$ cat src/rtl/tif_pkg.sv
// shared constants and types of the translation intake front end
package tif_pkg;
    localparam int ID_W = 15;
    localparam int NARROW_W = 10;
    localparam int UNIT_W = 5;
    localparam int CTX_W = 2;
    localparam int NUM_CTX = 4;
    localparam int NUM_SME = 4;
    localparam int ADDR_W = 8;

    // register offsets (byte addresses; one word each, the three bases start banks of four words)
    localparam logic [7:0] CFG_SEC_OFS = 8'h00;
    localparam logic [7:0] CFG_NSEC_OFS = 8'h04;
    localparam logic [7:0] GFSR_OFS = 8'h08;
    localparam logic [7:0] STATUS_OFS = 8'h0C;
    localparam logic [7:0] CB_CTRL_BASE = 8'h20;
    localparam logic [7:0] CB_FSR_BASE = 8'h30;
    localparam logic [7:0] SME_BASE = 8'h40;

    // config register fields
    localparam int CFG_CLIENT_DIS_BIT = 0;
    localparam int CFG_IRQ_EN_BIT = 1;
    localparam int CFG_MODE_LSB = 2;
    // global fault status fields
    localparam int GFSR_UNMATCHED_BIT = 0;
    localparam int GFSR_CFG_ACCESS_BIT = 1;
    localparam int GFSR_FORCED_BIT = 2;
    // context bank control fields
    localparam int CB_ENABLE_BIT = 0;
    localparam int CB_BIG_END_BIT = 1;
    localparam int CB_IRQ_EN_BIT = 2;
    // context fault status fields
    localparam int CB_FSR_DISABLED_BIT = 0;
    // status register fields
    localparam int STATUS_NS_BIT = 16;
    localparam int STATUS_SPN_BIT = 17;

    // values after reset
    localparam logic [3:0] CFG_RESET = 4'h0;
    localparam logic [2:0] GFSR_RESET = 3'h0;
    localparam logic [2:0] CB_CTRL_RESET = 3'h0;
    localparam logic [31:0] SME_RESET = 32'h0000_0000;

    typedef enum logic [1:0] {TREAT_BYPASS, TREAT_S1, TREAT_S2, TREAT_S1S2} tif_treat_type;
    typedef enum logic [1:0] {MODE_NORMAL, MODE_BYPASS, MODE_FAULT, MODE_SPARE} tif_mode_type;

    // captured address sideband
    typedef struct packed {
        logic ns;
        logic is_write;
        logic [ID_W-1:0] sid;
    } tif_txn_type;

    // stream match entry as held in its register
    typedef struct packed {
        logic valid;
        logic [11:0] rsvd;
        tif_treat_type treat;
        logic [CTX_W-1:0] ctx;
        logic [ID_W-1:0] id;
    } tif_sme_type;

    // decision handed to the translation stages
    typedef struct packed {
        logic secure;
        logic is_write;
        logic bypass;
        logic fault;
        logic global_fault;
        tif_treat_type treat;
        logic [CTX_W-1:0] ctx;
        logic big_endian;
        logic [ID_W-1:0] sid;
    } tif_dec_type;
endpackage : tif_pkg

$ cat src/rtl/tif_intake.sv
// translation intake front end: sideband capture, bypass/translate decision, fault records
// Functional notes
// [RL1] the stream identifier is captured with every accepted address on either channel.
// [RL2] the non-secure sideband is captured with every accepted address the same way.
// [RL3] security is decided first, then context, then walk, checks and attributes downstream.
// [RL4] a config mode can bypass or fault every transaction whatever its translation.
// [RL5] a secure originator uses the secure config set, a non-secure one the other set.
// [RL6] client_disable in the selected config passes the transaction untranslated; in fault mode the code faults it instead.
// [RL7] a matched stream gets bypass, stage 1, stage 2 or stage 1 then stage 2.
// [RL8] faults before context mapping go to global status, later ones to the context status.
// [RL9] a recorded fault raises an interrupt when enabled; software clears the status bit.
// [RL10] the config access fault flag always reads zero and ignores writes.
// [RL11] each context bank selects little or big endian table walks.
// [RL12] the stream identifier width is 1 to 10 bits or exactly 15 bits.
// [RL13] the master drives separate stream identifier lines for read and write addresses.
// [RL14] the stream identifier is looked up in the stream match table to find the context.
// [RL15] secure events count only while spniden is high; events leave on event outputs.
// [RL16] the non-secure sideband is 0 for a secure and 1 for a non-secure access.
// [RL17] a narrow identifier is zero-extended to 10 bits behind a 5-bit unit number.
`timescale 1ns/1ps
module tif_intake #(
    parameter int SID_W = 10,
    parameter logic [tif_pkg::UNIT_W-1:0] UNIT_ID = 5'h00
) (
    input wire logic ref_clk,
    input wire logic sys_rst,
    input wire logic ar_valid,
    output logic ar_ready,
    input wire logic [SID_W-1:0] ar_sid,
    input wire logic read_nonsecure_sideband,
    input wire logic aw_valid,
    output logic aw_ready,
    input wire logic [SID_W-1:0] aw_sid,
    input wire logic write_nonsecure_sideband,
    input wire logic spniden,
    input wire logic [tif_pkg::ADDR_W-1:0] reg_addr,
    input wire logic [31:0] reg_wdata,
    input wire logic reg_wr,
    input wire logic reg_rd,
    output logic [31:0] reg_rdata,
    output logic dec_valid,
    output tif_pkg::tif_dec_type dec,
    output logic ev_access,
    output logic ev_bypass,
    output logic ev_fault,
    output logic global_fault_irq,
    output logic context_fault_irq
);
    function automatic logic [tif_pkg::ID_W-1:0] form_id(input logic [SID_W-1:0] sid);
        if (SID_W == tif_pkg::ID_W) begin
            form_id = tif_pkg::ID_W'(sid);
        end else begin
            form_id = {UNIT_ID, tif_pkg::NARROW_W'(sid)}; // see [RL17]
        end
    endfunction : form_id

    // hit on a bank of four word registers at base
    function automatic logic bank_hit(input logic [7:0] addr, input logic [7:0] base);
        bank_hit = (addr[7:4] == base[7:4]);
    endfunction : bank_hit

    function automatic logic [2:0] w1c(input logic [2:0] old, input logic [2:0] set,
                                       input logic [2:0] clr);
        w1c = set | (old & ~clr);
    endfunction : w1c

    logic [tif_pkg::ID_W-1:0] ar_id15;
    logic [tif_pkg::ID_W-1:0] aw_id15;
    logic spn_meta;
    logic spn_sync;
    logic cap_valid;
    logic next_cap_valid;
    tif_pkg::tif_txn_type cap;
    tif_pkg::tif_txn_type next_cap;
    logic [3:0] cfg_sec;
    logic [3:0] cfg_nsec;
    logic [3:0] next_cfg_sec;
    logic [3:0] next_cfg_nsec;
    logic [2:0] gfsr;
    logic [2:0] next_gfsr;
    logic [2:0] cb_ctrl [tif_pkg::NUM_CTX];
    logic [2:0] next_cb_ctrl [tif_pkg::NUM_CTX];
    logic [2:0] cb_fsr [tif_pkg::NUM_CTX];
    logic [2:0] next_cb_fsr [tif_pkg::NUM_CTX];
    tif_pkg::tif_txn_type last;
    tif_pkg::tif_txn_type next_last;
    logic next_dec_valid;
    tif_pkg::tif_dec_type next_dec;
    logic next_ev_access;
    logic next_ev_bypass;
    logic next_ev_fault;
    logic [31:0] next_rdata;
    logic [3:0] sel_cfg;
    tif_pkg::tif_mode_type mode;
    logic sme_hit;
    tif_pkg::tif_sme_type sme_entry;
    logic [31:0] sme_rdata;
    logic [2:0] gfsr_set;
    logic [tif_pkg::NUM_CTX-1:0] ctx_fault_set;
    logic [tif_pkg::NUM_CTX-1:0] ctx_irq;

    assign ar_id15 = form_id(ar_sid);
    assign aw_id15 = form_id(aw_sid);

    // reads always win the single intake slot; writes wait for as long as ar_valid is high
    assign ar_ready = 1'b1;
    assign aw_ready = !ar_valid;

    // spniden is a pin, so it is synchronised before use
    always_ff @(posedge ref_clk or posedge sys_rst) begin
        if (sys_rst) begin
            spn_meta <= 1'b0;
            spn_sync <= 1'b0;
        end else begin
            spn_meta <= spniden;
            spn_sync <= spn_meta;
        end
    end

    // separate read and write sideband lines feed the capture stage see [RL13]
    always_comb begin
        next_cap_valid = ar_valid || aw_valid;
        next_cap = cap;
        if (ar_valid) begin
            next_cap.sid = ar_id15; // see [RL1]
            next_cap.ns = read_nonsecure_sideband; // see [RL2]
            next_cap.is_write = 1'b0;
        end else if (aw_valid) begin
            next_cap.sid = aw_id15; // see [RL1]
            next_cap.ns = write_nonsecure_sideband; // see [RL2]
            next_cap.is_write = 1'b1;
        end
    end

    always_ff @(posedge ref_clk or posedge sys_rst) begin
        if (sys_rst) begin
            cap_valid <= 1'b0;
            cap <= '0;
        end else begin
            cap_valid <= next_cap_valid;
            cap <= next_cap;
        end
    end

    tif_stream_table u_table (
        .ref_clk(ref_clk),
        .sys_rst(sys_rst),
        .wr_en(reg_wr && bank_hit(reg_addr, tif_pkg::SME_BASE)),
        .wr_idx(reg_addr[3:2]),
        .wr_data(reg_wdata),
        .rd_idx(reg_addr[3:2]),
        .rd_data(sme_rdata),
        .look_id(cap.sid),
        .hit(sme_hit),
        .hit_entry(sme_entry)
    );

    // security first, then config set, then stream match and context see [RL3]
    always_comb begin
        sel_cfg = cap.ns ? cfg_nsec : cfg_sec; // see [RL5] [RL16]
        mode = tif_pkg::tif_mode_type'(sel_cfg[tif_pkg::CFG_MODE_LSB +: 2]);
        gfsr_set = '0;
        ctx_fault_set = '0;
        next_dec = '0;
        next_dec.secure = !cap.ns; // see [RL16]
        next_dec.is_write = cap.is_write;
        next_dec.sid = cap.sid;
        next_dec.treat = tif_pkg::TREAT_BYPASS;
        if (mode == tif_pkg::MODE_BYPASS) begin
            next_dec.bypass = 1'b1; // see [RL4]
        end else if (mode == tif_pkg::MODE_FAULT) begin
            next_dec.fault = 1'b1; // see [RL4]
            next_dec.global_fault = 1'b1;
            gfsr_set[tif_pkg::GFSR_FORCED_BIT] = 1'b1; // see [RL8]
        end else if (sel_cfg[tif_pkg::CFG_CLIENT_DIS_BIT]) begin
            next_dec.bypass = 1'b1; // see [RL6]
        end else if (!sme_hit) begin
            // unmatched stream: no context yet, so the fault is global
            next_dec.fault = 1'b1;
            next_dec.global_fault = 1'b1;
            gfsr_set[tif_pkg::GFSR_UNMATCHED_BIT] = 1'b1; // see [RL8]
        end else begin
            next_dec.ctx = sme_entry.ctx; // see [RL14]
            next_dec.treat = sme_entry.treat; // see [RL7]
            next_dec.bypass = (sme_entry.treat == tif_pkg::TREAT_BYPASS);
            next_dec.big_endian = cb_ctrl[sme_entry.ctx][tif_pkg::CB_BIG_END_BIT]; // see [RL11]
            if (!next_dec.bypass && !cb_ctrl[sme_entry.ctx][tif_pkg::CB_ENABLE_BIT]) begin
                next_dec.fault = 1'b1;
                ctx_fault_set[sme_entry.ctx] = 1'b1; // see [RL8]
            end
        end
        if (!cap_valid) begin
            gfsr_set = '0;
            ctx_fault_set = '0;
        end
        next_dec_valid = cap_valid;
        // secure events are hidden unless non-invasive debug is allowed
        next_ev_access = cap_valid && (cap.ns || spn_sync); // see [RL15]
        next_ev_bypass = next_ev_access && next_dec.bypass;
        next_ev_fault = next_ev_access && next_dec.fault;
    end

    always_ff @(posedge ref_clk or posedge sys_rst) begin
        if (sys_rst) begin
            dec_valid <= 1'b0;
            dec <= '0;
            ev_access <= 1'b0;
            ev_bypass <= 1'b0;
            ev_fault <= 1'b0;
        end else begin
            dec_valid <= next_dec_valid;
            dec <= next_dec;
            ev_access <= next_ev_access;
            ev_bypass <= next_ev_bypass;
            ev_fault <= next_ev_fault;
        end
    end

    // register writes; a fault in the clearing cycle still sets its bit
    always_comb begin
        next_cfg_sec = cfg_sec;
        next_cfg_nsec = cfg_nsec;
        next_last = cap_valid ? cap : last;
        next_gfsr = w1c(gfsr, gfsr_set, (reg_wr && reg_addr == tif_pkg::GFSR_OFS) ?
                        reg_wdata[2:0] : 3'h0); // see [RL9]
        next_gfsr[tif_pkg::GFSR_CFG_ACCESS_BIT] = 1'b0; // see [RL10]
        for (int i = 0; i < tif_pkg::NUM_CTX; i++) begin
            next_cb_ctrl[i] = cb_ctrl[i];
            next_cb_fsr[i] = cb_fsr[i] | {2'h0, ctx_fault_set[i]};
        end
        if (reg_wr) begin
            if (reg_addr == tif_pkg::CFG_SEC_OFS) begin
                next_cfg_sec = reg_wdata[3:0];
            end
            if (reg_addr == tif_pkg::CFG_NSEC_OFS) begin
                next_cfg_nsec = reg_wdata[3:0];
            end
            if (bank_hit(reg_addr, tif_pkg::CB_CTRL_BASE)) begin
                next_cb_ctrl[reg_addr[3:2]] = reg_wdata[2:0];
            end
            if (bank_hit(reg_addr, tif_pkg::CB_FSR_BASE)) begin
                next_cb_fsr[reg_addr[3:2]] = w1c(cb_fsr[reg_addr[3:2]],
                    {2'h0, ctx_fault_set[reg_addr[3:2]]}, {2'h0, reg_wdata[0]}); // see [RL9]
            end
        end
    end

    always_ff @(posedge ref_clk or posedge sys_rst) begin
        if (sys_rst) begin
            cfg_sec <= tif_pkg::CFG_RESET;
            cfg_nsec <= tif_pkg::CFG_RESET;
            gfsr <= tif_pkg::GFSR_RESET;
            last <= '0;
            for (int i = 0; i < tif_pkg::NUM_CTX; i++) begin
                cb_ctrl[i] <= tif_pkg::CB_CTRL_RESET;
                cb_fsr[i] <= tif_pkg::GFSR_RESET;
            end
        end else begin
            cfg_sec <= next_cfg_sec;
            cfg_nsec <= next_cfg_nsec;
            gfsr <= next_gfsr;
            last <= next_last;
            for (int i = 0; i < tif_pkg::NUM_CTX; i++) begin
                cb_ctrl[i] <= next_cb_ctrl[i];
                cb_fsr[i] <= next_cb_fsr[i];
            end
        end
    end

    // read data is registered and stands only in the cycle after the strobe
    always_comb begin
        next_rdata = 32'h0000_0000;
        if (reg_rd) begin
            if (reg_addr == tif_pkg::CFG_SEC_OFS) begin
                next_rdata = {28'h0, cfg_sec};
            end else if (reg_addr == tif_pkg::CFG_NSEC_OFS) begin
                next_rdata = {28'h0, cfg_nsec};
            end else if (reg_addr == tif_pkg::GFSR_OFS) begin
                next_rdata = {29'h0, gfsr[2], 1'b0, gfsr[0]}; // see [RL10]
            end else if (reg_addr == tif_pkg::STATUS_OFS) begin
                next_rdata = {14'h0, spn_sync, last.ns, 1'b0, last.sid};
            end else if (bank_hit(reg_addr, tif_pkg::CB_CTRL_BASE)) begin
                next_rdata = {29'h0, cb_ctrl[reg_addr[3:2]]};
            end else if (bank_hit(reg_addr, tif_pkg::CB_FSR_BASE)) begin
                next_rdata = {29'h0, cb_fsr[reg_addr[3:2]]};
            end else if (bank_hit(reg_addr, tif_pkg::SME_BASE)) begin
                next_rdata = sme_rdata;
            end
        end
    end

    always_ff @(posedge ref_clk or posedge sys_rst) begin
        if (sys_rst) begin
            reg_rdata <= 32'h0000_0000;
        end else begin
            reg_rdata <= next_rdata;
        end
    end

    always_comb begin
        for (int i = 0; i < tif_pkg::NUM_CTX; i++) begin
            ctx_irq[i] = cb_fsr[i][tif_pkg::CB_FSR_DISABLED_BIT] &&
                         cb_ctrl[i][tif_pkg::CB_IRQ_EN_BIT];
        end
    end

    assign global_fault_irq = (|gfsr) && (cfg_sec[tif_pkg::CFG_IRQ_EN_BIT] ||
                              cfg_nsec[tif_pkg::CFG_IRQ_EN_BIT]); // see [RL9]
    assign context_fault_irq = |ctx_irq; // see [RL9]

    sid_width_a: assert property ( // see [RL12]
        @(posedge ref_clk) disable iff (sys_rst)
        (SID_W >= 1 && SID_W <= 10) || SID_W == 15)
        else $error("stream identifier width out of range");

    capture_sid_a: assert property ( // see [RL1]
        @(posedge ref_clk) disable iff (sys_rst)
        ar_valid |=> ##1 (dec_valid && dec.sid == $past(ar_id15, 2)))
        else $error("read stream identifier not carried to the decision");

    capture_ns_a: assert property ( // see [RL2]
        @(posedge ref_clk) disable iff (sys_rst)
        (aw_valid && !ar_valid) |=> ##1 (dec.secure == !$past(write_nonsecure_sideband, 2)))
        else $error("write security sideband not carried to the decision");

    decide_latency_a: assert property ( // see [RL3]
        @(posedge ref_clk) disable iff (sys_rst)
        (ar_valid || aw_valid) |-> ##2 dec_valid)
        else $error("decision not two cycles after the address");

    forced_fault_a: assert property ( // see [RL4]
        @(posedge ref_clk) disable iff (sys_rst)
        (cap_valid && mode == tif_pkg::MODE_FAULT) |=> (dec.fault && gfsr[2]))
        else $error("fault mode did not fault and record");

    client_bypass_a: assert property ( // see [RL6]
        @(posedge ref_clk) disable iff (sys_rst)
        (cap_valid && mode == tif_pkg::MODE_NORMAL && sel_cfg[0]) |=> (dec.bypass && !dec.fault))
        else $error("client disable did not bypass");

    secure_set_a: assert property ( // see [RL5]
        @(posedge ref_clk) disable iff (sys_rst)
        (cap_valid && !cap.ns && cfg_sec[3:2] == 2'h1) |=> (dec.bypass && dec.secure))
        else $error("secure transaction not steered by secure config");

    global_record_a: assert property ( // see [RL8]
        @(posedge ref_clk) disable iff (sys_rst)
        (dec_valid && dec.global_fault) |-> (gfsr[0] || gfsr[2]))
        else $error("pre-context fault not in global status");

    irq_raise_a: assert property ( // see [RL9]
        @(posedge ref_clk) disable iff (sys_rst)
        (dec_valid && dec.global_fault && cfg_sec[1]) |-> global_fault_irq)
        else $error("recorded fault raised no interrupt");

    cfg_access_zero_a: assert property ( // see [RL10]
        @(posedge ref_clk) disable iff (sys_rst)
        (reg_rd && reg_addr == tif_pkg::GFSR_OFS) |=> !reg_rdata[1])
        else $error("config access fault flag read as one");

    secure_event_a: assert property ( // see [RL15]
        @(posedge ref_clk) disable iff (sys_rst)
        (ev_access && dec.secure) |-> $past(spn_sync))
        else $error("secure event counted without spniden");

    unit_prefix_a: assert property ( // see [RL17]
        @(posedge ref_clk) disable iff (sys_rst)
        (dec_valid && SID_W < 15) |-> (dec.sid[14:10] == UNIT_ID))
        else $error("unit number missing from identifier");
endmodule : tif_intake

$ cat src/rtl/tif_stream_table.sv
// stream match table: entry storage and lowest-index lookup
`timescale 1ns/1ps
module tif_stream_table (
    input wire logic ref_clk,
    input wire logic sys_rst,
    input wire logic wr_en,
    input wire logic [tif_pkg::CTX_W-1:0] wr_idx,
    input wire logic [31:0] wr_data,
    input wire logic [tif_pkg::CTX_W-1:0] rd_idx,
    output logic [31:0] rd_data,
    input wire logic [tif_pkg::ID_W-1:0] look_id,
    output logic hit,
    output tif_pkg::tif_sme_type hit_entry
);
    tif_pkg::tif_sme_type entry [tif_pkg::NUM_SME];
    tif_pkg::tif_sme_type next_entry [tif_pkg::NUM_SME];

    always_comb begin
        for (int i = 0; i < tif_pkg::NUM_SME; i++) begin
            next_entry[i] = entry[i];
        end
        if (wr_en) begin
            next_entry[wr_idx] = tif_pkg::tif_sme_type'(wr_data);
            // reserved bits are not stored so they read as zero
            next_entry[wr_idx].rsvd = '0;
        end
    end

    always_ff @(posedge ref_clk or posedge sys_rst) begin
        if (sys_rst) begin
            for (int i = 0; i < tif_pkg::NUM_SME; i++) begin
                entry[i] <= tif_pkg::tif_sme_type'(tif_pkg::SME_RESET);
            end
        end else begin
            for (int i = 0; i < tif_pkg::NUM_SME; i++) begin
                entry[i] <= next_entry[i];
            end
        end
    end

    assign rd_data = 32'(entry[rd_idx]);

    // lowest matching index wins, so overlapping entries resolve predictably
    always_comb begin
        hit = 1'b0;
        hit_entry = tif_pkg::tif_sme_type'(tif_pkg::SME_RESET);
        for (int i = tif_pkg::NUM_SME - 1; i >= 0; i--) begin
            if (entry[i].valid && entry[i].id == look_id) begin // see [RL14]
                hit = 1'b1;
                hit_entry = entry[i];
            end
        end
    end
endmodule : tif_stream_table
$ cat config.mk
export PLATFORM = sky130hd
export DESIGN_NAME = tif_intake
export DESIGN_NICKNAME = d
export VERILOG_FILES = /design/src/rtl/tif_pkg.sv /design/src/rtl/tif_intake.sv /design/src/rtl/tif_stream_table.sv
export SDC_FILE = /design/constraint.sdc
export NUM_CORES = 1
export LEC_CHECK = 0
export BUFFER_PORTS_ARGS = -buffer_cell sky130_fd_sc_hd__buf_2
export CAP_MARGIN = 10
export CELL_PAD_IN_SITES_DETAIL_PLACEMENT = 1
export CELL_PAD_IN_SITES_GLOBAL_PLACEMENT = 2
export CORE_MARGIN = 4
export CORE_UTILIZATION = 30
export DETAILED_ROUTE_END_ITERATION = 10
export HOLD_SLACK_MARGIN = 0.08
export PLACE_DENSITY_LB_ADDON = 0.1
export SLEW_MARGIN = 25
export SYNTH_ARGS = -nofsm -noshare
export SYNTH_HDL_FRONTEND = slang
export SYNTH_HIERARCHICAL = 1
export SYNTH_SLANG_ARGS = --single-unit
$ cat constraint.sdc
create_clock -name ref_clk -period 7.6 [get_ports ref_clk]
set_input_delay 1.9 -clock ref_clk [delete_from_list [all_inputs] [get_ports ref_clk]]
set_output_delay 1.9 -clock ref_clk [all_outputs]
set_load 0.01 [all_outputs]
Yosys cells after proc, flatten, opt, wreduce, memory -nomap -nowiden:

Index checks and enable logic that the tools add are counted.

* word-level logic and storage cells: 187
* register bits: 259
* output and inout bits: 65

* multiplexer cells: 72
* reductions and logical operators: 32
* eq/ne operators: 12
* $lt $le $gt $ge: 6
* bitwise operators: 12

Operators with widths (number)
* $mux 32: 11
* $bwmux 128: 2
* $demux 32 s2: 2
* $mux 19: 4
* $bmux 32 s2: 1
* $eq 15x15->1: 4
* $mux 17: 2
* $mux 31: 1
* $mux 4: 7
* $bwmux 12: 2
* $mux 12: 2
* $mux 3: 7
* $bmux 3 s2: 3
* $mux 1: 18
* $logic_and 1x1->1: 17
* $eq 8x4->1 const B: 2
* $mux 7: 2
* $or 3x1->3: 4
* $mux 5: 2
* $eq 4x2->1 const B: 2
* $eq 8x3->1 const B: 1
* $logic_not 8->1: 1
* $and 3x3->3: 2
* $demux 3 s2: 1
* other kinds (22): 34

Logic depth before layout (Yosys ltp):

Gate-level depths: netlist of run 1.

* depth after elaboration: 24
* depth in mapped cells: 13

Modules after synthesis:

The synthesis of run 1 kept the hierarchy.

Modules (own cells, without submodules)
* tif_stream_table: area an instance 7200.7 sq um, cells an instance 591, instances 1, seq. area each 3203.1 sq um
* tif_intake: area an instance 4912.2 sq um, cells an instance 391, instances 1, seq. area each 2902.8 sq um

Least setup slack after synthesis of run 1:

OpenSTA, ideal clock, no wires.

* kind: input-to-reg
* start: input reg_addr[4] in the netlist's numbering
* end: register u_table/entry[104] in the netlist's numbering
* path slack: 3.400 ns
* stages on the path: 8
* data arrival time: 4.075 ns
* library setup time: 0.125 ns
* path through: buf_2 -> nor2_1 -> and3_2 -> clkbuf_1 -> and2_1 -> nor3b_1 -> clkbuf_1 -> mux2_2

* longest elaborated chain between the ends: 2

RTL lines
* start: declaration: line tif_intake.sv:36 `input wire logic [tif_pkg::ADDR_W-1:0] reg_addr,`
* $eq 4x3->1: line tif_intake.sv:59 `bank_hit = (addr[7:4] == base[7:4]);`
* $logic_and 1x1->1: line tif_intake.sv:148 `.wr_en(reg_wr && bank_hit(reg_addr, tif_pkg::SME_BASE)),`
* end signal: indexed assignment: line tif_stream_table.sv:32 `entry[i] <= tif_pkg::tif_sme_type'(tif_pkg::SME_RESET);`
* end signal: indexed assignment: line tif_stream_table.sv:36 `entry[i] <= next_entry[i];`
* end: declaration: line tif_stream_table.sv:15 `tif_pkg::tif_sme_type entry [tif_pkg::NUM_SME];`

Every way passes these cells.
A chain may end at the register's enable or synchronous reset.

Worst setup path in the final report of run 1:

* start: input reg_addr[4] in the netlist's numbering
* end: register u_table/entry[15] in the netlist's numbering

Same word-level chain as after synthesis.

==> reports/metrics.cfg, run 1 <==
[floorplan]
initial_core_util=0.3043
row_count=70
pin_count=134
die_h_um=200.9
coreArea_um2=36700
die_w_um=200.9
dieArea_um2=40370

[power_and_ir_drop]
irDropWorstVdd_uv=152.3
p_sw_frac=0.2624
power_frac_clock=0.422
power_w=0.003235
intPower_w=0.002386
p_comb_frac=0.116
power_density_nw_per_um2=248.8
p_switching_w=0.0008489
power_frac_seq=0.462
power_leakage_nw=6.115

[clock_tree]
post_cts_buffers=0
cts_buffers=30
htreeDepth=1
cts_resized=0
clock-sinks=244
path_clk_slew_ps=60
clk_path_buf_depth=3
hold_buffers=0
root_buffer=clkbuf_16
cts_tree=built
clk_latency_ps=560

[timing]
fmax_mhz=212.0
finClkSkew_ps=22.08
timing.final.crit_share=0.6206
hold_violations=0
rsz0062_at_grt=false
fin_setup_tns_ps=0
setup-violations-final=0
slew_headroom=0.2657
whs_ps=366.4
slew_violations=0
fin_crit_ps=4716
tightest_slew_ps=1098

[min_path]
hold_path_class=register to register

[layout]
utilization=0.3544
fillers=3834
layout_common_cells=dfrtp_1, buf_2, mux2_2
ff_latch_area_um2=6106
final_common_cell=dfrtp_1
areaGrowthSynthToFinish_pct=16.46
fin_nets=991
final_layout_size_suffix_gt1_frac=0.3733
multi_input_area_um2=4644
final_area_um2=13010
n_antenna_cell=0

[route]
via_count=7028
drtAntennaViolNets=0
drt-total-wl_um=33390
firstDrtPassIters=6
wl_met1_um=15120
wl_met3_um=1428
drtIter0Drc=340
via_per_inst=4.981
drc=0
wl_per_cell_um=23.66
top_layer=met5
route.met2.wl_um=16100

[global_route]
globalRouteOverflowTotal=0
gr-usage-all-layers=0.1641
grt_max_degree=73
antenna_found_initial=4
grt_pass1_wl_um=51320
grt_pass1_vias=7919

[worst_setup_path]
cp_cell_sequence=buf_2 -> nor2_1 -> and3_2 -> and2_1 -> nand3_1 -> buf_4 -> mux2_2
worstPathMaxFanout=31
worstSetupPathType=primary input to register
cp-start-kind=primary input
slowest_stage=and3_2
arrival_ps=5150
slowest_delay_ps=790
end_kind=register
required_ps=8030

[logic_synthesis]
synthCells=835
yosysWarnings=6
avgSynthCellArea_um2=13.37
synth_area_um2=11170

[place]
dp_hpwl_um=22370
placed_cell_area_um2=12050
io_buffer_count=115
gp_congestion=0.7863

[job]
cap_violations=0

[outcome]
status=completed

## final timing paths
path,slack [ps],to,depth (start not counted),startpoint
max,2880,u_table/entry[15],7,reg_addr[4]
min,370,spn_sync,0,spn_meta
max reg2reg,3520,cb_fsr[9],9,cap[7]
min reg2reg,370,spn_sync,0,spn_meta
max in group asynchronous,4640,u_table/entry[1],3,sys_rst
min in group asynchronous,1490,reg_rdata[13],2,sys_rst
## critical path, delay by kind of cell
kind / cells / cell delay (ps)
AND/OR/NAND/NOR: 4 / 2170
buffers and inverters: 2 / 750
multiplexers: 1 / 300
## power by group through the flow
stage | clock network (W) | logic (W) | registers (W)
6_report | 0.00136 | 0.000375 | 0.00150
5_1_grt | 0.00147 | 0.000411 | 0.00151
3_3_place_gp | 0 | 0.000372 | 0.00151
4_1_cts | 0.00141 | 0.000382 | 0.00150
2_1_floorplan | 0 | 0.000270 | 0.00148
3_5_place_dp | 0 | 0.000379 | 0.00152
## state kept, by name (all words and copies together), names as in the netlist
| register | cells |
|---|---|
| u_table/entry | 128 |
| reg_rdata | 32 |
| dec | 20 |
| cap | 12 |
| cb_ctrl | 12 |
| cb_fsr | 12 |
| last | 11 |
| cfg_nsec | 4 |
| cfg_sec | 4 |
| gfsr | 2 |
| cap_valid | 1 |
| dec_valid | 1 |
| ev_access | 1 |
| ev_bypass | 1 |
| ev_fault | 1 |
| spn_meta | 1 |
| spn_sync | 1 |
## area by class of cell
class,count,share of cell area
clock buffer,38,0.06398
sequential,244,0.4695
inverter,13,0.004329
clock inverter,15,0.008755
multi-input combinational,507,0.3571
tap,468,0.04503
timing repair buffer,126,0.05128
## layer usage
metal | up-vias | GRT usage
met5 | - | 0
met4 | 6 | 0.03835
met3 | 49 | 0.02940
met2 | 132 | 0.2738
met1 | 3717 | 0.2239
li1 | 3124 | -
## stage by stage
stage / worst slack [ps] / std cells
detailed placement: 2311 / 1357
finish: 2884 / 1411
CTS: 2889 / 1410
global placement: 2349 / 1357
floorplan: 2287 / 844
global route: 2753 / 1411
Note: power is estimated with default switching activity, not from simulation.
==> inputs of run 2 (changes only) <==
==> constraint.sdc (replaced) <==
create_clock -name ref_clk -period 3.8 [get_ports ref_clk]
set_input_delay 0.95 -clock ref_clk [delete_from_list [all_inputs] [get_ports ref_clk]]
set_output_delay 0.95 -clock ref_clk [all_outputs]
set_load 0.01 [all_outputs]
==> run 2 against run 1 <==
Via count hardly changed. Highest routed layer unchanged. Critical endpoint is now cb_fsr[3]. Clock skew is 2.7 ps lower. Critical path depth is 2 higher. Count of clock-buffer cells in the layout is 7 higher. Power is 120% higher. Sequential power is 99% higher. Register-to-register slack worse by 3200 ps.
==> reports/metrics.cfg, run 2 (synthesis results as in run 1) <==
[layout]
final_area_um2=13360  ; was 13010 um^2
largest_register=u_table/entry  ; unchanged
final_common_cell=dfrtp_1  ; unchanged
final_layout_size_suffix_gt1_frac=0.3853  ; was 0.3733
final_cells=1431  ; was 1411
layout_common_cells=dfrtp_1, buf_2, mux2_2  ; unchanged
reg_top3=u_table/entry x128, reg_rdata x32, dec x20  ; unchanged
largest_register_ffs=128  ; unchanged
fin_nets=1008  ; was 991
areaGrowthSynthToFinish_pct=19.62  ; was 16.46%
utilization=0.3640  ; was 0.3544
n_antenna_cell=0  ; unchanged

[route]
drc=0  ; unchanged
wl_per_cell_um=23.17  ; was 23.66 um
drtAntennaViolNets=0  ; unchanged
firstDrtPassIters=4  ; was 6
drtIter0Drc=290  ; was 340
via_per_inst=4.914  ; was 4.981
drt-total-wl_um=33160  ; was 33390 um
via_count=7032  ; was 7028

[floorplan]
coreArea_um2=36700  ; unchanged
row_count=70  ; unchanged
dieArea_um2=40370  ; unchanged
initial_core_util=0.3043  ; unchanged
pin_count=134  ; unchanged
die_h_um=200.9  ; unchanged
die_w_um=200.9  ; unchanged

[timing]
timing.final.crit_share=0.9116
fin_crit_ps=3464
fmax_mhz=288.7
setup-violations-final=0  ; unchanged
slew_headroom=0.5057  ; was 0.2657
hold_violations=0  ; unchanged
tightest_slew_ps=741.5  ; was 1098 ps
rsz0062_at_grt=false  ; unchanged
slew_violations=0  ; unchanged
finalWorstSetupSlack_ps=335.9  ; was 2884 ps
fin_setup_tns_ps=0  ; unchanged
finClkSkew_ps=19.40  ; was 22.08 ps

[worst_setup_path]
required_ps=4280  ; was 8030 ps
arrival_ps=3940  ; was 5150 ps
rrSetupSlack_ps=340  ; was 3520 ps
end_kind=register  ; unchanged
cp-start-kind=register  ; was primary input
reg2reg_depth=9  ; unchanged
worstSetupPathType=register to register  ; was primary input to register
timing.rr.end=cb_fsr[3]  ; was cb_fsr[9]
worstPathMaxFanout=8  ; was 31
r2r-start=cap[9]  ; was cap[7]

[place]
dp_hpwl_um=22640  ; was 22370 um
dp.cells=1375  ; was 1357
placed_cell_area_um2=12210  ; was 12050 um^2
gp_congestion=0.8021  ; was 0.7863
io_buffer_count=115  ; unchanged
place_worst_setup_slack_ps=330.4  ; was 2311 ps

[outcome]
status=completed  ; unchanged

[global_route]
globalRouteOverflowTotal=0  ; unchanged
grt_pass1_wl_um=51550  ; was 51320 um
grt_max_degree=129  ; was 73
grt_pass1_vias=7923  ; was 7919
antenna_found_initial=3  ; was 4
gr-usage-all-layers=0.1636  ; was 0.1641

[clock_tree]
cts_resized=0  ; unchanged
root_buffer=clkbuf_16  ; unchanged
path_clk_slew_ps=60  ; about the same
cts_tree=built  ; unchanged
post_cts_buffers=0  ; unchanged
hold_buffers=0  ; unchanged
htreeDepth=1  ; unchanged
clk_latency_ps=570  ; was 560 ps
clk_path_buf_depth=3  ; unchanged
cts_buffers=30  ; unchanged
clock-sinks=244  ; unchanged

[min_path]
hold_path_end=spn_sync  ; unchanged
hp-start=spn_meta  ; unchanged
hold_path_depth=0  ; unchanged
hold_path_class=register to register  ; unchanged

[job]
cap_violations=0  ; unchanged

[power_and_ir_drop]
power_leakage_nw=6.304  ; was 6.115 nW
power_density_nw_per_um2=524.3  ; was 248.8 nW/um^2
power_frac_seq=0.427  ; was 0.462
power_frac_clock=0.463  ; was 0.422
intPower_w=0.005312  ; was 0.002386 W
p_sw_frac=0.2416  ; was 0.2624
p_comb_frac=0.110  ; was 0.116
irDropWorstVdd_uv=353.7  ; was 152.3 uV
p_switching_w=0.001692  ; was 0.0008489 W

run 2: cell types whose count changed in the layout (fill, tap and decap cells not counted), sizes merged:
cell,previous run,this run
buf,126,143
bufinv,1,7
clkbuf,38,45
clkinv,10,4
clkinvlp,4,2
inv,13,11
run 2: through the flow:
stage                     total power, W  hold WS, ps
after floorplan                 0.003502        331.2
after global placement          0.003785        344.7
after detailed placement        0.003814        340.3
after CTS                       0.007136        362.1
after global routing            0.007309        367.9
final                           0.007004        354.7
run 2: worst max-delay path by stage:
| stage | start | endpoint |
|---|---|---|
| 2_1_floorplan | reg_addr[4] | u_table/entry[104] |
| 6_report | cap[9] | cb_fsr[3] |
| 3_3_place_gp | cap[3] | cb_fsr[6] |
| 3_5_place_dp | cap[3] | cb_fsr[3] |
| 4_1_cts | cap[3] | cb_fsr[3] |
| 5_1_grt | cap[9] | cb_fsr[3] |
run 2: per-layer routing:
metal  GRT usage  wire length (um)  up-vias
met4     0.02950               525        6
met5           0                41        -
met2      0.2681             15710      134
met3     0.02940              1353       40
met1      0.2311             15530     3678
li1            -                 -     3174
run 2: cell type report:
type                            instances  area [um^2]
Multi-Input combinational cell        507         4644
Inverter                               13        56.30
Clock buffer                           45        918.4
Sequential cell                       244         6106
Tap cell                              468        585.6
Fill cell                            3828        23340
Clock inverter                         11        234.0
Timing Repair Buffer                  143        813.3
run 2: power by group through the flow:
stage	sequential (W)	combinational [W]	clock, W
floorplan	0.00296	0.000541	0
global placement	0.00302	0.000763	0
global route	0.00302	0.000842	0.00345
finish	0.00299	0.000769	0.00325
CTS	0.00299	0.000784	0.00336
detailed placement	0.00304	0.000776	0
run 2: worst max-delay path, cell delays in order (launching register included):
cell and delay, ps:
dfrtp_1 500, xnor2_1 310, nand4_1 190, or4_4 590
and2_4 210, a32oi_2 460, mux2_2 410, o32ai_1 230
a31oi_1 240, a22oi_1 230
==> inputs of run 3 (changes only) <==
==> constraint.sdc (replaced) <==
create_clock -name ref_clk -period 3.8 [get_ports ref_clk]
set_input_delay 0.38 -clock ref_clk [delete_from_list [all_inputs] [get_ports ref_clk]]
set_output_delay 0.38 -clock ref_clk [all_outputs]
set_load 0.01 [all_outputs]
==> run 3 against run 2 <==
Flip-flop and latch count unchanged. Global-route usage grew 0.28 points. Design area decreased by 0.40%. Critical path depth stayed put. Cell count increased by 0.49%. Count of clock-buffer cells in the layout is 2 higher. Worst setup slack got worse by 80 ps. Critical path type unchanged. Critical endpoint is now cb_fsr[6]. Highest routed layer unchanged.
==> reports/metrics.cfg, run 3 (synthesis results as in run 1) <==
[outcome]
status=completed  ; unchanged

[clock_tree]
path_clk_slew_ps=60  ; about the same
root_buffer=clkbuf_16  ; unchanged
clock-sinks=244  ; unchanged
cts_resized=0  ; unchanged
htreeDepth=1  ; unchanged
clk_latency_ps=540  ; was 570 ps
cts_buffers=30  ; unchanged
cts_tree=built  ; unchanged
clk_path_buf_depth=3  ; unchanged

[worst_setup_path]
slowest_delay_ps=680  ; was 590 ps
slowest_stage=or4_1  ; was or4_4
required_ps=4260  ; was 4280 ps
cp_cell_sequence=xnor2_1 -> nand4_1 -> or4_1 -> and2_4 -> a32oi_2 -> mux2_2 -> o32ai_1 -> a31oi_1 -> a22oi_1  ; was xnor2_1 -> nand4_1 -> or4_4 -> and2_4 -> a32oi_2 -> mux2_2 -> o32ai_1 -> a31oi_1 -> a22oi_1
path_buf_inv=0  ; unchanged
worstSetupPathType=register to register  ; unchanged
arrival_ps=4000  ; was 3940 ps
reg2reg_depth=9  ; unchanged
timing.rr.end=cb_fsr[6]  ; was cb_fsr[3]
rrSetupSlack_ps=260  ; was 340 ps
end_kind=register  ; unchanged
r2r-start=u_table/entry[77]  ; was cap[9]
cp-start-kind=register  ; unchanged
crit_family=compound AO/OA/AOI/OAI gates  ; unchanged
worstPathMaxFanout=8  ; unchanged

[floorplan]
pin_count=134  ; unchanged
die_h_um=200.9  ; unchanged
row_count=70  ; unchanged
die_w_um=200.9  ; unchanged
coreArea_um2=36700  ; unchanged
dieArea_um2=40370  ; unchanged
initial_core_util=0.3043  ; unchanged

[route]
firstDrtPassIters=4  ; unchanged
drt-total-wl_um=33660  ; was 33160 um
drtIter0Drc=224  ; was 290
via_count=7134  ; was 7032
wl_per_cell_um=23.41  ; was 23.17 um
drc=0  ; unchanged
drtAntennaViolNets=0  ; unchanged
via_per_inst=4.961  ; was 4.914

[power_and_ir_drop]
irDropWorstVdd_uv=303.4  ; was 353.7 uV
power_density_nw_per_um2=499.8  ; was 524.3 nW/um^2
power_leakage_nw=6.273  ; was 6.304 nW
power_frac_clock=0.433  ; was 0.463
p_sw_frac=0.2519  ; was 0.2416
p_comb_frac=0.116  ; was 0.110
intPower_w=0.004974  ; was 0.005312 W
power_w=0.006649  ; was 0.007004 W
p_switching_w=0.001675  ; was 0.001692 W
power_frac_seq=0.451  ; was 0.427

[timing]
setup-violations-final=0  ; unchanged
timing.final.crit_share=0.9326  ; was 0.9116
finalWorstSetupSlack_ps=256.1  ; was 335.9 ps
finClkSkew_ps=8.355  ; was 19.40 ps
slew_violations=0  ; unchanged
fmax_mhz=282.2  ; was 288.7 MHz
slew_headroom=0.3649  ; was 0.5057
hold_violations=0  ; unchanged
fin_crit_ps=3544  ; was 3464 ps
tightest_slew_ps=952.7  ; was 741.5 ps
rsz0062_at_grt=false  ; unchanged
fin_setup_tns_ps=0  ; unchanged

[layout]
final_cells=1438  ; was 1431
fin_nets=1016  ; was 1008
areaGrowthSynthToFinish_pct=19.14  ; was 19.62%
largest_register=u_table/entry  ; unchanged
final_common_cell=dfrtp_1  ; unchanged
n_antenna_cell=0  ; unchanged
layout_common_cells=dfrtp_1, buf_2, mux2_2  ; unchanged
largest_register_ffs=128  ; unchanged
reg_top3=u_table/entry x128, reg_rdata x32, dec x20  ; unchanged
final_layout_size_suffix_gt1_frac=0.3742  ; was 0.3853
utilization=0.3625  ; was 0.3640

[min_path]
hold_path_end=cap[7]  ; was spn_sync
hold_path_depth=3  ; was 0
hp-start=ar_sid[7]  ; was spn_meta
hold_path_class=primary input to register  ; was register to register

[global_route]
grt_pass1_vias=8184  ; was 7923
grt_pass1_wl_um=52670  ; was 51550 um
gr-usage-all-layers=0.1664  ; was 0.1636
globalRouteOverflowTotal=0  ; unchanged
antenna_found_initial=3  ; unchanged
grt_max_degree=73  ; was 129

[place]
place_worst_setup_slack_ps=280.6  ; was 330.4 ps
dp_hpwl_um=22760  ; was 22640 um
io_buffer_count=115  ; unchanged
dp.cells=1370  ; was 1375
gp_congestion=0.7889  ; was 0.8021

[job]
cap_violations=0  ; unchanged

==> run 3: layer usage <==
metal	track usage	up-vias	wire length [um]
met1	0.2250	3795	15380
met5	0	-	41
met4	0.03122	6	549
met2	0.2849	136	16430
met3	0.02859	38	1259
li1	-	3159	-
==> run 3: tightest hold or removal path, stage by stage <==
cell and delay [ps]:
buf_2 80, nand2_1 40, o21ai_0 100
==> run 3: how the worst max path moves through the flow <==
stage,startpoint,cells past startpoint,endpoint
floorplan,sys_rst,1,u_table/entry[0]
global placement,cap[0],11,cb_fsr[6]
detailed placement,cap[4],9,cb_fsr[3]
CTS,cap[4],9,cb_fsr[3]
global route,cap[0],9,cb_fsr[6]
finish,u_table/entry[77],9,cb_fsr[6]
==> run 3: what timing repair did <==
item,4_1_cts,5_1_grt
hold endpoints to repair,69,0
hold buffers,13,0
setup buffers,0,0
==> run 3: through the flow <==
step	hold slack, ps	instance area [um^2]
after floorplan	331.2	11200
after global placement	344.0	12160
after detailed placement	337.0	12160
after CTS	90.08	13300
after global routing	104.2	13300
final	113.3	13300
==> run 3: area by class of cell <==
type | count | area [um^2]
Fill cell | 3832 | 23390
Sequential cell | 244 | 6106
Multi-Input combinational cell | 507 | 4644
Clock buffer | 47 | 925.9
Timing Repair Buffer | 151 | 895.9
Tap cell | 468 | 585.6
Clock inverter | 8 | 92.59
Inverter | 13 | 53.80
==> run 3: power groups by stage <==
| stage | Combinational [W] | Clock (W) | Sequential, W |
|---|---|---|---|
| 6_report | 0.000770 | 0.00288 | 0.00300 |
| 5_1_grt | 0.000842 | 0.00309 | 0.00302 |
| 4_1_cts | 0.000785 | 0.00298 | 0.00300 |
| 3_5_place_dp | 0.000766 | 0 | 0.00304 |
| 3_3_place_gp | 0.000754 | 0 | 0.00302 |
| 2_1_floorplan | 0.000540 | 0 | 0.00296 |
